<file path="src/common/adc_sel_pkg.sv">
// Purpose: Shared constants for the converter input select and result block
// Assumes: 32-bit AXI4-Lite register bus, byte addresses
// Notes: Selector registers sit at locally chosen offsets
package adc_sel_pkg;
  localparam logic [7:0] OFF_SEQ0_POS_A = 8'h00;
  localparam logic [7:0] OFF_SEQ0_POS_B = 8'h04;
  localparam logic [7:0] OFF_SEQ0_NEG_A = 8'h08;
  localparam logic [7:0] OFF_SEQ0_NEG_B = 8'h0C;
  localparam logic [7:0] OFF_SEQ1_POS_A = 8'h10;
  localparam logic [7:0] OFF_SEQ1_POS_B = 8'h14;
  localparam logic [7:0] OFF_SEQ1_NEG_A = 8'h18;
  localparam logic [7:0] OFF_SEQ1_NEG_B = 8'h1C;
  localparam logic [7:0] OFF_REF_SEL = 8'h20;
  localparam logic [7:0] OFF_PRECISION = 8'h24;
  localparam logic [7:0] OFF_LAST_VALUE0 = 8'h60;
  localparam logic [7:0] OFF_LAST_VALUE1 = 8'h64;
  localparam logic [7:0] OFF_PARAMETERS = 8'h80;
  localparam logic [7:0] OFF_RESULT_BASE = 8'h84;
  localparam logic [7:0] RESULT_STRIDE = 8'h04;
  localparam int NUM_RESULTS = 8;
  localparam logic [31:0] PARAMETERS_RESET = 32'h00000808;
  localparam logic [31:0] RESULT_RESET = 32'h00000000;
  localparam int PARAM_CHAN_LSB = 8;
  localparam int PARAM_STATES_LSB = 0;
  localparam int ROUTE_W = 4;
  localparam int REF_W = 2;
  localparam int PREC_W = 2;
  localparam int RAW_W = 12;
  localparam logic [3:0] ROUTE_PIN_LAST = 4'h7;
  localparam logic [3:0] ROUTE_POS_DAC = 4'h8;
  localparam logic [3:0] ROUTE_POS_GND = 4'hA;
  localparam logic [3:0] ROUTE_NEG_DAC = 4'h8;
  localparam logic [3:0] ROUTE_NEG_GND = 4'h9;
  localparam logic [3:0] NEG_PIN_BASE = 4'h8;
  localparam logic [1:0] REF_INT_1V = 2'h0;
  localparam logic [1:0] REF_INT_SUPPLY = 2'h1;
  localparam logic [1:0] REF_EXT_PIN_0 = 2'h2;
  localparam logic [1:0] REF_EXT_PIN_1 = 2'h3;
  localparam logic [1:0] AXI_OKAY = 2'b00;
  localparam logic [1:0] AXI_SLVERR = 2'b10;
  // Precision codes: 12, 10, 8 bits; fourth code kept 12
  localparam logic [1:0] PREC_12 = 2'h0;
  localparam logic [1:0] PREC_10 = 2'h1;
  localparam logic [1:0] PREC_8 = 2'h2;
endpackage : adc_sel_pkg

</file>
<file path="src/common/result_bus_if.sv">
// Purpose: Write and read port bundle of the result store
// Assumes: One write and one read per cycle
// Notes: Read data is registered in the store
`timescale 1ns/10ps
interface result_bus_if;
  logic wr_en;
  logic [2:0] wr_idx;
  logic [31:0] wr_data;
  logic [2:0] rd_idx;
  logic [31:0] rd_data;
  modport ctrl (output wr_en, output wr_idx, output wr_data, output rd_idx, input rd_data);
  modport store (input wr_en, input wr_idx, input wr_data, input rd_idx, output rd_data);
endinterface : result_bus_if

</file>
<file path="src/adc_input_select_and_results.sv">
// Purpose: Register front end for converter input routing and results
// Assumes: AXI4-Lite slave, converter core delivers raw results with index
// Notes: Route codes leave as decoded one-hot style selects for the muxes
//
// The AXI4-Lite register port is this design's own decision.
`timescale 1ns/10ps
module adc_input_select_and_results (
  input wire CLOCK,
  input wire RST_N,
  input wire [7:0] S_AXI_AWADDR,
  input wire S_AXI_AWVALID,
  output logic S_AXI_AWREADY,
  input wire [31:0] S_AXI_WDATA,
  input wire [3:0] S_AXI_WSTRB,
  input wire S_AXI_WVALID,
  output logic S_AXI_WREADY,
  output logic [1:0] S_AXI_BRESP,
  output logic S_AXI_BVALID,
  input wire S_AXI_BREADY,
  input wire [7:0] S_AXI_ARADDR,
  input wire S_AXI_ARVALID,
  output logic S_AXI_ARREADY,
  output logic [31:0] S_AXI_RDATA,
  output logic [1:0] S_AXI_RRESP,
  output logic S_AXI_RVALID,
  input wire S_AXI_RREADY,
  input wire INPUT_ROUTE_CODE_DONE,
  input wire [2:0] INPUT_ROUTE_CODE_SLOT,
  input wire INPUT_ROUTE_CODE_SEQ,
  input wire [adc_sel_pkg::RAW_W-1:0] INPUT_ROUTE_CODE_RAW,
  output logic [15:0] POS_PIN_SEL0,
  output logic POS_DAC_SEL0,
  output logic POS_GND_SEL0,
  output logic [15:0] NEG_PIN_SEL0,
  output logic NEG_DAC_SEL0,
  output logic NEG_GND_SEL0,
  output logic [15:0] POS_PIN_SEL1,
  output logic POS_DAC_SEL1,
  output logic POS_GND_SEL1,
  output logic [15:0] NEG_PIN_SEL1,
  output logic NEG_DAC_SEL1,
  output logic NEG_GND_SEL1,
  output logic [3:0] REF_SEL_ONEHOT
);
  import adc_sel_pkg::*;

  typedef enum logic [2:0] {
    RD_IDLE = 3'b001,
    RD_WAIT = 3'b010,
    RD_RESP = 3'b100
  } rd_state_t;

  // Selector and control registers
  logic [ROUTE_W-1:0] sel_reg [8];
  logic [REF_W-1:0] ref_reg;
  logic [PREC_W-1:0] prec_reg;
  logic [31:0] last_value_reg [2];
  logic [31:0] params_reg;
  rd_state_t rd_state_reg;
  logic [7:0] aw_addr_reg;
  logic aw_have_reg;
  logic [31:0] w_data_reg;
  logic [3:0] w_strb_reg;
  logic w_have_reg;
  logic rd_from_store_reg;
  logic [31:0] rd_word_reg;
  logic rd_err_reg;
  logic [15:0] pos_pin_reg [2];
  logic [15:0] neg_pin_reg [2];
  logic [1:0] pos_dac_reg;
  logic [1:0] pos_gnd_reg;
  logic [1:0] neg_dac_reg;
  logic [1:0] neg_gnd_reg;
  logic [3:0] ref_onehot_reg;

  result_bus_if rbus ();

  result_store u_store (
    .CLOCK(CLOCK),
    .RST_N(RST_N),
    .bus(rbus)
  );

  // Sign extension of a raw result to the selected precision
  function automatic logic [31:0] sign_extend(input logic [RAW_W-1:0] raw,
                                              input logic [PREC_W-1:0] prec);
    logic [31:0] v;
    v = 32'h00000000;
    case (prec)
      PREC_10: v = {{22{raw[9]}}, raw[9:0]};
      PREC_8: v = {{24{raw[7]}}, raw[7:0]};
      default: v = {{20{raw[RAW_W-1]}}, raw};
    endcase
    return v;
  endfunction : sign_extend

  // Selector address decode: offsets 0x00..0x1C map to index 0..7
  function automatic logic is_sel_addr(input logic [7:0] a);
    return (a[7:5] == 3'b000) && (a[1:0] == 2'b00);
  endfunction : is_sel_addr

  // Write channel decode
  wire wr_fire = aw_have_reg && w_have_reg && !S_AXI_BVALID;
  wire wr_sel_hit = is_sel_addr(aw_addr_reg);
  wire wr_ref_hit = aw_addr_reg == OFF_REF_SEL;
  wire wr_prec_hit = aw_addr_reg == OFF_PRECISION;
  wire wr_ok = wr_sel_hit || wr_ref_hit || wr_prec_hit;
  wire [2:0] wr_sel_idx = aw_addr_reg[4:2];

  // Read channel decode
  wire rd_take = S_AXI_ARVALID && (rd_state_reg == RD_IDLE);
  wire [7:0] rd_off = S_AXI_ARADDR - OFF_RESULT_BASE;
  wire rd_res_hit = (S_AXI_ARADDR >= OFF_RESULT_BASE) && (rd_off[7:2] < 6'(NUM_RESULTS))
    && (S_AXI_ARADDR[1:0] == 2'b00);
  wire rd_sel_hit = is_sel_addr(S_AXI_ARADDR);

  // Results slot write from the converter core
  assign rbus.wr_en = INPUT_ROUTE_CODE_DONE;
  assign rbus.wr_idx = INPUT_ROUTE_CODE_SLOT;
  assign rbus.wr_data = sign_extend(INPUT_ROUTE_CODE_RAW, prec_reg);
  assign rbus.rd_idx = rd_off[4:2];

  // Write address and data are caught in either order
  always_ff @(posedge CLOCK or negedge RST_N) begin
    if (!RST_N) begin
      aw_have_reg <= 1'b0;
      aw_addr_reg <= 8'h00;
      w_have_reg <= 1'b0;
      w_data_reg <= 32'h00000000;
      w_strb_reg <= 4'h0;
      S_AXI_BVALID <= 1'b0;
      S_AXI_BRESP <= AXI_OKAY;
    end else begin
      if (S_AXI_AWVALID && S_AXI_AWREADY) begin
        aw_have_reg <= 1'b1;
        aw_addr_reg <= S_AXI_AWADDR;
      end
      if (S_AXI_WVALID && S_AXI_WREADY) begin
        w_have_reg <= 1'b1;
        w_data_reg <= S_AXI_WDATA;
        w_strb_reg <= S_AXI_WSTRB;
      end
      if (wr_fire) begin
        aw_have_reg <= 1'b0;
        w_have_reg <= 1'b0;
        S_AXI_BVALID <= 1'b1;
        S_AXI_BRESP <= wr_ok ? AXI_OKAY : AXI_SLVERR; // Read-only words refuse writes
      end else if (S_AXI_BVALID && S_AXI_BREADY) begin
        S_AXI_BVALID <= 1'b0;
      end
    end
  end

  // Ready only while the slot is empty; registered so outputs come from flops
  always_ff @(posedge CLOCK or negedge RST_N) begin
    if (!RST_N) begin
      S_AXI_AWREADY <= 1'b0;
      S_AXI_WREADY <= 1'b0;
    end else begin
      S_AXI_AWREADY <= !aw_have_reg && !(S_AXI_AWVALID && S_AXI_AWREADY) && !S_AXI_BVALID;
      S_AXI_WREADY <= !w_have_reg && !(S_AXI_WVALID && S_AXI_WREADY) && !S_AXI_BVALID;
    end
  end

  // Selector, reference and precision stores; byte lane 0 carries all fields
  always_ff @(posedge CLOCK or negedge RST_N) begin
    if (!RST_N) begin
      for (int i = 0; i < 8; i++) begin
        sel_reg[i] <= 4'h0;
      end
      ref_reg <= REF_INT_1V;
      prec_reg <= PREC_12;
    end else if (wr_fire && w_strb_reg[0]) begin
      if (wr_sel_hit) begin
        sel_reg[wr_sel_idx] <= w_data_reg[ROUTE_W-1:0];
      end
      if (wr_ref_hit) begin
        ref_reg <= w_data_reg[REF_W-1:0];
      end
      if (wr_prec_hit) begin
        prec_reg <= w_data_reg[PREC_W-1:0];
      end
    end
  end

  // Last value per sequencer, padded with the sign bit
  always_ff @(posedge CLOCK or negedge RST_N) begin
    if (!RST_N) begin
      last_value_reg[0] <= 32'h00000000;
      last_value_reg[1] <= 32'h00000000;
    end else if (INPUT_ROUTE_CODE_DONE) begin
      last_value_reg[INPUT_ROUTE_CODE_SEQ] <= sign_extend(INPUT_ROUTE_CODE_RAW, prec_reg);
    end
  end

  // Fixed instance word; held in a flop so it is visible from reset
  always_ff @(posedge CLOCK or negedge RST_N) begin
    if (!RST_N) begin
      params_reg <= PARAMETERS_RESET;
    end else begin
      params_reg <= PARAMETERS_RESET;
    end
  end

  // Read word select for everything outside the result store
  logic [31:0] rd_mux;
  always_comb begin
    rd_mux = 32'h00000000;
    if (rd_sel_hit) begin
      rd_mux = {28'h0000000, sel_reg[S_AXI_ARADDR[4:2]]};
    end else if (S_AXI_ARADDR == OFF_REF_SEL) begin
      rd_mux = {30'h00000000, ref_reg};
    end else if (S_AXI_ARADDR == OFF_PRECISION) begin
      rd_mux = {30'h00000000, prec_reg};
    end else if (S_AXI_ARADDR == OFF_LAST_VALUE0) begin
      rd_mux = last_value_reg[0];
    end else if (S_AXI_ARADDR == OFF_LAST_VALUE1) begin
      rd_mux = last_value_reg[1];
    end else if (S_AXI_ARADDR == OFF_PARAMETERS) begin
      rd_mux = params_reg;
    end
  end
  wire rd_known = rd_sel_hit || rd_res_hit || (S_AXI_ARADDR == OFF_REF_SEL)
    || (S_AXI_ARADDR == OFF_PRECISION) || (S_AXI_ARADDR == OFF_LAST_VALUE0)
    || (S_AXI_ARADDR == OFF_LAST_VALUE1) || (S_AXI_ARADDR == OFF_PARAMETERS);

  // Read engine: result reads wait one cycle for the store's registered data
  always_ff @(posedge CLOCK or negedge RST_N) begin
    if (!RST_N) begin
      rd_state_reg <= RD_IDLE;
      rd_from_store_reg <= 1'b0;
      rd_word_reg <= 32'h00000000;
      rd_err_reg <= 1'b0;
      S_AXI_ARREADY <= 1'b0;
      S_AXI_RVALID <= 1'b0;
      S_AXI_RDATA <= 32'h00000000;
      S_AXI_RRESP <= AXI_OKAY;
    end else begin
      S_AXI_ARREADY <= 1'b0;
      case (rd_state_reg)
        RD_IDLE: begin
          if (rd_take) begin
            S_AXI_ARREADY <= 1'b1;
            rd_from_store_reg <= rd_res_hit;
            rd_word_reg <= rd_mux;
            rd_err_reg <= !rd_known;
            rd_state_reg <= RD_WAIT;
          end
        end
        RD_WAIT: begin
          S_AXI_RVALID <= 1'b1;
          S_AXI_RDATA <= rd_from_store_reg ? rbus.rd_data : rd_word_reg;
          S_AXI_RRESP <= rd_err_reg ? AXI_SLVERR : AXI_OKAY;
          rd_state_reg <= RD_RESP;
        end
        RD_RESP: begin
          if (S_AXI_RREADY) begin
            S_AXI_RVALID <= 1'b0;
            rd_state_reg <= RD_IDLE;
          end
        end
        default: rd_state_reg <= RD_IDLE;
      endcase
    end
  end

  // Route decode; unlisted codes select nothing at all
  function automatic logic [15:0] pin_onehot(input logic [ROUTE_W-1:0] code,
                                             input logic neg);
    logic [15:0] v;
    v = 16'h0000;
    if (code <= ROUTE_PIN_LAST) begin
      v[{neg, code[2:0]}] = 1'b1;
    end
    return v;
  endfunction : pin_onehot

  // Selector pair a drives the mux; pair b held for the core's second state
  wire [ROUTE_W-1:0] pos_code [2];
  wire [ROUTE_W-1:0] neg_code [2];
  assign pos_code[0] = sel_reg[0];
  assign neg_code[0] = sel_reg[2];
  assign pos_code[1] = sel_reg[4];
  assign neg_code[1] = sel_reg[6];

  // Registered route outputs
  always_ff @(posedge CLOCK or negedge RST_N) begin
    if (!RST_N) begin
      for (int s = 0; s < 2; s++) begin
        pos_pin_reg[s] <= 16'h0000;
        neg_pin_reg[s] <= 16'h0000;
      end
      pos_dac_reg <= 2'b00;
      pos_gnd_reg <= 2'b00;
      neg_dac_reg <= 2'b00;
      neg_gnd_reg <= 2'b00;
      ref_onehot_reg <= 4'h0;
    end else begin
      for (int s = 0; s < 2; s++) begin
        pos_pin_reg[s] <= pin_onehot(pos_code[s], 1'b0);
        neg_pin_reg[s] <= pin_onehot(neg_code[s], 1'b1);
        pos_dac_reg[s] <= pos_code[s] == ROUTE_POS_DAC;
        pos_gnd_reg[s] <= pos_code[s] == ROUTE_POS_GND;
        neg_dac_reg[s] <= neg_code[s] == ROUTE_NEG_DAC;
        neg_gnd_reg[s] <= neg_code[s] == ROUTE_NEG_GND;
      end
      ref_onehot_reg <= 4'h1 << ref_reg;
    end
  end

  assign POS_PIN_SEL0 = pos_pin_reg[0];
  assign POS_DAC_SEL0 = pos_dac_reg[0];
  assign POS_GND_SEL0 = pos_gnd_reg[0];
  assign NEG_PIN_SEL0 = neg_pin_reg[0];
  assign NEG_DAC_SEL0 = neg_dac_reg[0];
  assign NEG_GND_SEL0 = neg_gnd_reg[0];
  assign POS_PIN_SEL1 = pos_pin_reg[1];
  assign POS_DAC_SEL1 = pos_dac_reg[1];
  assign POS_GND_SEL1 = pos_gnd_reg[1];
  assign NEG_PIN_SEL1 = neg_pin_reg[1];
  assign NEG_DAC_SEL1 = neg_dac_reg[1];
  assign NEG_GND_SEL1 = neg_gnd_reg[1];
  assign REF_SEL_ONEHOT = ref_onehot_reg; // bit0 1V, bit1 supply, bit2 pin0, bit3 pin1
endmodule : adc_input_select_and_results

</file>
<file path="src/result_store.sv">
// Purpose: Eight-word store of conversion results
// Assumes: Single clock, registered read
// Notes: Read data follows index one cycle later
`timescale 1ns/10ps
module result_store (
  input wire CLOCK,
  input wire RST_N,
  result_bus_if.store bus
);
  import adc_sel_pkg::*;

  logic [31:0] mem_reg [NUM_RESULTS];
  logic [31:0] rd_reg;

  // Reset to zero so results read defined values before a conversion
  always_ff @(posedge CLOCK or negedge RST_N) begin
    if (!RST_N) begin
      for (int i = 0; i < NUM_RESULTS; i++) begin
        mem_reg[i] <= RESULT_RESET;
      end
      rd_reg <= RESULT_RESET;
    end else begin
      if (bus.wr_en) begin
        mem_reg[bus.wr_idx] <= bus.wr_data;
      end
      rd_reg <= mem_reg[bus.rd_idx];
    end
  end

  assign bus.rd_data = rd_reg;
endmodule : result_store

</file>
<file path="config.mk">
export PLATFORM = sky130hd
export DESIGN_NAME = adc_input_select_and_results
export DESIGN_NICKNAME = d
export VERILOG_FILES = /design/src/common/adc_sel_pkg.sv /design/src/common/result_bus_if.sv /design/src/adc_input_select_and_results.sv /design/src/result_store.sv
export SDC_FILE = /design/constraint.sdc
export NUM_CORES = 1
export LEC_CHECK = 0
export BUFFER_PORTS_ARGS = -buffer_cell sky130_fd_sc_hd__buf_2
export CORE_MARGIN = 2
export CORE_UTILIZATION = 58
export CTS_BUF_LIST = sky130_fd_sc_hd__clkbuf_4
export CTS_CLUSTER_DIAMETER = 50
export DETAILED_ROUTE_END_ITERATION = 10
export GPL_TIMING_DRIVEN = 0
export PLACE_DENSITY = 0.93
export SLEW_MARGIN = 0
export SYNTH_ARGS = -nofsm -noshare
export SYNTH_HDL_FRONTEND = slang
export SYNTH_SLANG_ARGS = --single-unit
</file>
<file path="constraint.sdc">
create_clock -name CLOCK -period 2.75 [get_ports CLOCK]
set_clock_uncertainty 0.1 [all_clocks]
set_input_delay 0.1375 -clock CLOCK [delete_from_list [all_inputs] [get_ports CLOCK]]
set_output_delay 0.1375 -clock CLOCK [all_outputs]
set_load 0.1 [all_outputs]
</file>
==> flow_metrics.env <==
export IMPL_ioPinCount=193
export IMPL_fillerInstances=1147
export IMPL_worstSetupEndpointType="flip-flop"
export IMPL_utilization_pct=72.88
export IMPL_grt_antenna_before_repair=2
export IMPL_drive_gt1_share_pct=34.54
export IMPL_fraction_of_registers_with_async_set_reset_pct=100.0
export IMPL_fin_worst_hold_slack_ns=0.08450
export IMPL_initial_core_util_pct=59.30
export IMPL_drc=1
export IMPL_root_buffer="sky130_fd_sc_hd__clkbuf_4"
export IMPL_first_iter_violations=1278
export IMPL_detail_route_first_pass_iterations=11
export IMPL_ys_types=60
export IMPL_postRouteAntennaNets=0
export IMPL_max_slew_worst_pin_slew_ns=0.9254
export IMPL_die_width_um=145.5
export IMPL_dieHeight_um=145.5
export IMPL_worst_setup_path_start_kind="input port"
export IMPL_std_cell_rows=51
export IMPL_largest_net_degree_at_the_start_of_global_routing=100
export IMPL_clock_network_latency_to_the_later_pin_of_the_worst_skew_pair_ns=0.70
export IMPL_port_buffers=116
export IMPL_final_max_slew_violation_count=0
export IMPL_clkSinkCount=265
export IMPL_worst_setup_path_type="input port to flip-flop"
export IMPL_synthToLayoutAreaGrowth_pct=22.91
export IMPL_wl_per_cell_um=20.40
export IMPL_timing_hold_violations_final=0
export IMPL_ys_ff_latch=265
export IMPL_number_of_enable_flip_flop_cells_after_synthesis=0
export IMPL_postCtsSetupBuffers=0
export IMPL_cts_clk_slew_worst_paths_ns=0.07
export IMPL_run_status="finished with violations"
export IMPL_power_density_cell_area_nw_per_um2=1018
export IMPL_dp_hpwl_um=18350
export IMPL_placed_cells_incl_taps=1382
export IMPL_globalRouteTotalUtil_pct=30.06
export IMPL_worst_ir_drop_vdd_v=0.0004864
export IMPL_floorplan_die_area_um2=21180
export IMPL_slew_headroom_pct=37.89
export IMPL_routability_congestion_estimate=0.8616
export IMPL_cts_htree_levels=3
export IMPL_power_mw=14.54
export IMPL_worst_hold_path_type="input port to flip-flop"
export IMPL_crit_arrival_ns=3.15
export IMPL_max_clock_freq_mhz=376.2
export IMPL_synthesis_instances=966
export IMPL_layout_nets=1330
export IMPL_critical_path_max_fanout=8
export IMPL_total_wire_length_after_detailed_routing_um=31910
export IMPL_largest_register_ffs=96
export IMPL_required_ns=3.25
export IMPL_core_region_area_um2=19590
export IMPL_cts_inserted_buffers=67
export IMPL_cts_root_to_sink_buffers=3
export IMPL_max_cap_violations=0
export IMPL_final_cells=1564
export IMPL_detailroute_via_count=9266
export IMPL_synthesis_area_um2=11620
export IMPL_yosysSeqAreaShare_pct=57.10
export IMPL_power_leakage_nw=6.931
export IMPL_timing_final_setup_violations=0
export IMPL_avg_vias_per_cell=5.925
export IMPL_cts_tree="yes"
export IMPL_synth_warnings=0
export IMPL_grt_setup_unrepaired="false"
export IMPL_timing_final_crit_share_pct=96.66
export IMPL_grt_pass1_vias=9358
export IMPL_global_route_wire_length_before_repair_um=50270
export IMPL_avgSynthCellArea_um2=12.02
export IMPL_fin_setup_tns_ns=0
export IMPL_postSynth_topFlopCell="sky130_fd_sc_hd__dfrtp_1"
export IMPL_failed_checks="DRC"
export IMPL_final_critical_delay_including_setup_and_external_delays_ns=2.658
export IMPL_grt_remaining_overflow=0
layer usage:
layer  wire length [µm]  up-vias  GRT usage [%]
met5                  0        -              0
met4               1775        0          15.34
met3               3088      186          8.088
met2              15810      689          50.38
met1              11240     4508          36.06
li1                   -     3883              -
power breakdown:
part / switching, mW / internal, mW
registers: 0.676 / 4.73
clock network: 1.66 / 1.92
logic: 4.05 / 1.50
total: 6.39 / 8.15
stage by stage:
stage	worst slack, ns	instance area (µm²)
after global routing	0.02848	14280
after floorplan	0.5449	11740
after CTS	0.0004319	14250
final	0.09175	14280
after detailed placement	-0.2249	12720
after global placement	-3.009	12650
synth_stat cells (2+ instances only):
| cell | n | area [µm²] |
|---|---|---|
| sky130_fd_sc_hd__nand3_1 | 9 | 45.04 |
| sky130_fd_sc_hd__nand4_1 | 4 | 25.02 |
| sky130_fd_sc_hd__nand2_1 | 165 | 619.3 |
| sky130_fd_sc_hd__mux2i_1 | 15 | 150.1 |
| sky130_fd_sc_hd__a22oi_1 | 8 | 60.06 |
| sky130_fd_sc_hd__mux4_2 | 32 | 720.7 |
| sky130_fd_sc_hd__clkbuf_1 | 36 | 135.1 |
| sky130_fd_sc_hd__o41ai_1 | 2 | 17.52 |
| sky130_fd_sc_hd__nor2b_1 | 6 | 37.54 |
| sky130_fd_sc_hd__and3b_1 | 3 | 26.28 |
| sky130_fd_sc_hd__o21ai_1 | 2 | 10.01 |
| sky130_fd_sc_hd__buf_4 | 57 | 427.9 |
| sky130_fd_sc_hd__or2_2 | 3 | 18.77 |
| sky130_fd_sc_hd__clkbuf_8 | 2 | 27.53 |
| sky130_fd_sc_hd__a32o_1 | 3 | 30.03 |
| sky130_fd_sc_hd__buf_2 | 5 | 25.02 |
| sky130_fd_sc_hd__nor4_1 | 7 | 43.79 |
| sky130_fd_sc_hd__nor3_1 | 21 | 105.1 |
| sky130_fd_sc_hd__and3_1 | 2 | 12.51 |
| sky130_fd_sc_hd__a221oi_1 | 2 | 17.52 |
| sky130_fd_sc_hd__nand3b_1 | 4 | 30.03 |
| sky130_fd_sc_hd__nor2_1 | 50 | 187.7 |
| sky130_fd_sc_hd__ha_1 | 4 | 50.05 |
| sky130_fd_sc_hd__nand2b_1 | 18 | 112.6 |
| sky130_fd_sc_hd__mux2_2 | 114 | 1284 |
| sky130_fd_sc_hd__inv_1 | 12 | 45.04 |
| sky130_fd_sc_hd__o21ai_0 | 53 | 265.3 |
| sky130_fd_sc_hd__and2_1 | 7 | 43.79 |
| sky130_fd_sc_hd__a21oi_1 | 23 | 115.1 |
| sky130_fd_sc_hd__dfrtp_1 | 264 | 6606 |
| sky130_fd_sc_hd__a31oi_1 | 4 | 25.02 |
cell type report:
type / count / area, µm² / area share, %
Sequential cell: 265 / 6633 / 46.46
Multi-Input combinational cell: 620 / 4451 / 31.17
Timing Repair Buffer: 182 / 1289 / 9.026
Clock buffer: 98 / 735.7 / 5.153
Buffer: 102 / 630.6 / 4.417
Tap cell: 265 / 331.6 / 2.322
Clock inverter: 18 / 157.7 / 1.104
Inverter: 12 / 45.04 / 0.3155
Antenna cell: 2 / 5.005 / 0.03505
cell families after synthesis:
family	Yosys count	synth area share, %
compound gates	106	5.332
flops	265	57.10
fa+ha+maj	4	0.4309
buf+inv	114	5.816
other cells	1	0.03228
simple gates	314	12.67
xor+xnor	1	0.07541
mux	161	18.55
final timing paths:
kind	start	cells after the start	slack, ns	to
max	S_AXI_ARADDR[0]	9	0.09	rd_word_reg[3]
min	S_AXI_ARADDR[4]	4	0.08	rd_word_reg[3]
max reg2reg	prec_reg[0]	6	0.23	u_store.mem_reg[169]
min reg2reg	u_store.mem_reg[101]	2	0.38	u_store.mem_reg[101]
max in group asynchronous	RST_N	4	1.13	S_AXI_AWREADY
min in group asynchronous	RST_N	3	0.49	REF_SEL_ONEHOT[0]
worst max-delay path, cell delays in order:
cell	delay [ns]
sky130_fd_sc_hd__dlygate4sd3_1	0.55
sky130_fd_sc_hd__buf_2	0.17
sky130_fd_sc_hd__or2_0	0.21
sky130_fd_sc_hd__clkbuf_1	0.23
sky130_fd_sc_hd__nor4_2	0.42
sky130_fd_sc_hd__dlygate4sd3_1	0.65
sky130_fd_sc_hd__nand2_1	0.06
sky130_fd_sc_hd__dlygate4sd3_1	0.55
sky130_fd_sc_hd__a31oi_1	0.16
cells in the final DEF, fill, tap and decap left out, types with 3 or more instances in the layout:
| cell | Yosys | final |
|---|---|---|
| sky130_fd_sc_hd__a21oi_1 | 23 | 22 |
| sky130_fd_sc_hd__a22oi_1 | 8 | 8 |
| sky130_fd_sc_hd__a31oi_1 | 4 | 4 |
| sky130_fd_sc_hd__a32o_1 | 3 | 3 |
| sky130_fd_sc_hd__and2_1 | 7 | 7 |
| sky130_fd_sc_hd__and3b_1 | 3 | 3 |
| sky130_fd_sc_hd__buf_2 | 5 | 120 |
| sky130_fd_sc_hd__buf_4 | 57 | 57 |
| sky130_fd_sc_hd__bufinv_16 | 0 | 3 |
| sky130_fd_sc_hd__clkbuf_1 | 36 | 36 |
| sky130_fd_sc_hd__clkbuf_4 | 0 | 98 |
| sky130_fd_sc_hd__clkinv_1 | 0 | 9 |
| sky130_fd_sc_hd__conb_1 | 1 | 34 |
| sky130_fd_sc_hd__dfrtp_1 | 264 | 264 |
| sky130_fd_sc_hd__dlygate4sd3_1 | 0 | 63 |
| sky130_fd_sc_hd__ha_1 | 4 | 4 |
| sky130_fd_sc_hd__inv_1 | 12 | 12 |
| sky130_fd_sc_hd__mux2_2 | 114 | 114 |
| sky130_fd_sc_hd__mux2i_1 | 15 | 15 |
| sky130_fd_sc_hd__mux4_2 | 32 | 32 |
| sky130_fd_sc_hd__nand2_1 | 165 | 165 |
| sky130_fd_sc_hd__nand2b_1 | 18 | 18 |
| sky130_fd_sc_hd__nand3_1 | 9 | 9 |
| sky130_fd_sc_hd__nand3b_1 | 4 | 4 |
| sky130_fd_sc_hd__nand4_1 | 4 | 4 |
| sky130_fd_sc_hd__nor2_1 | 50 | 50 |
| sky130_fd_sc_hd__nor2b_1 | 6 | 6 |
| sky130_fd_sc_hd__nor3_1 | 21 | 21 |
| sky130_fd_sc_hd__nor4_1 | 7 | 6 |
| sky130_fd_sc_hd__o21ai_0 | 53 | 53 |
| sky130_fd_sc_hd__or2_2 | 3 | 3 |
what timing repair did:
action / CTS / global route
setup endpoints to repair: 0 / 4
hold buffers: 64 / 0
hold endpoints to repair: 381 / 0
resized for setup: 0 / 4
Note: power is estimated with default switching activity, not from simulation.
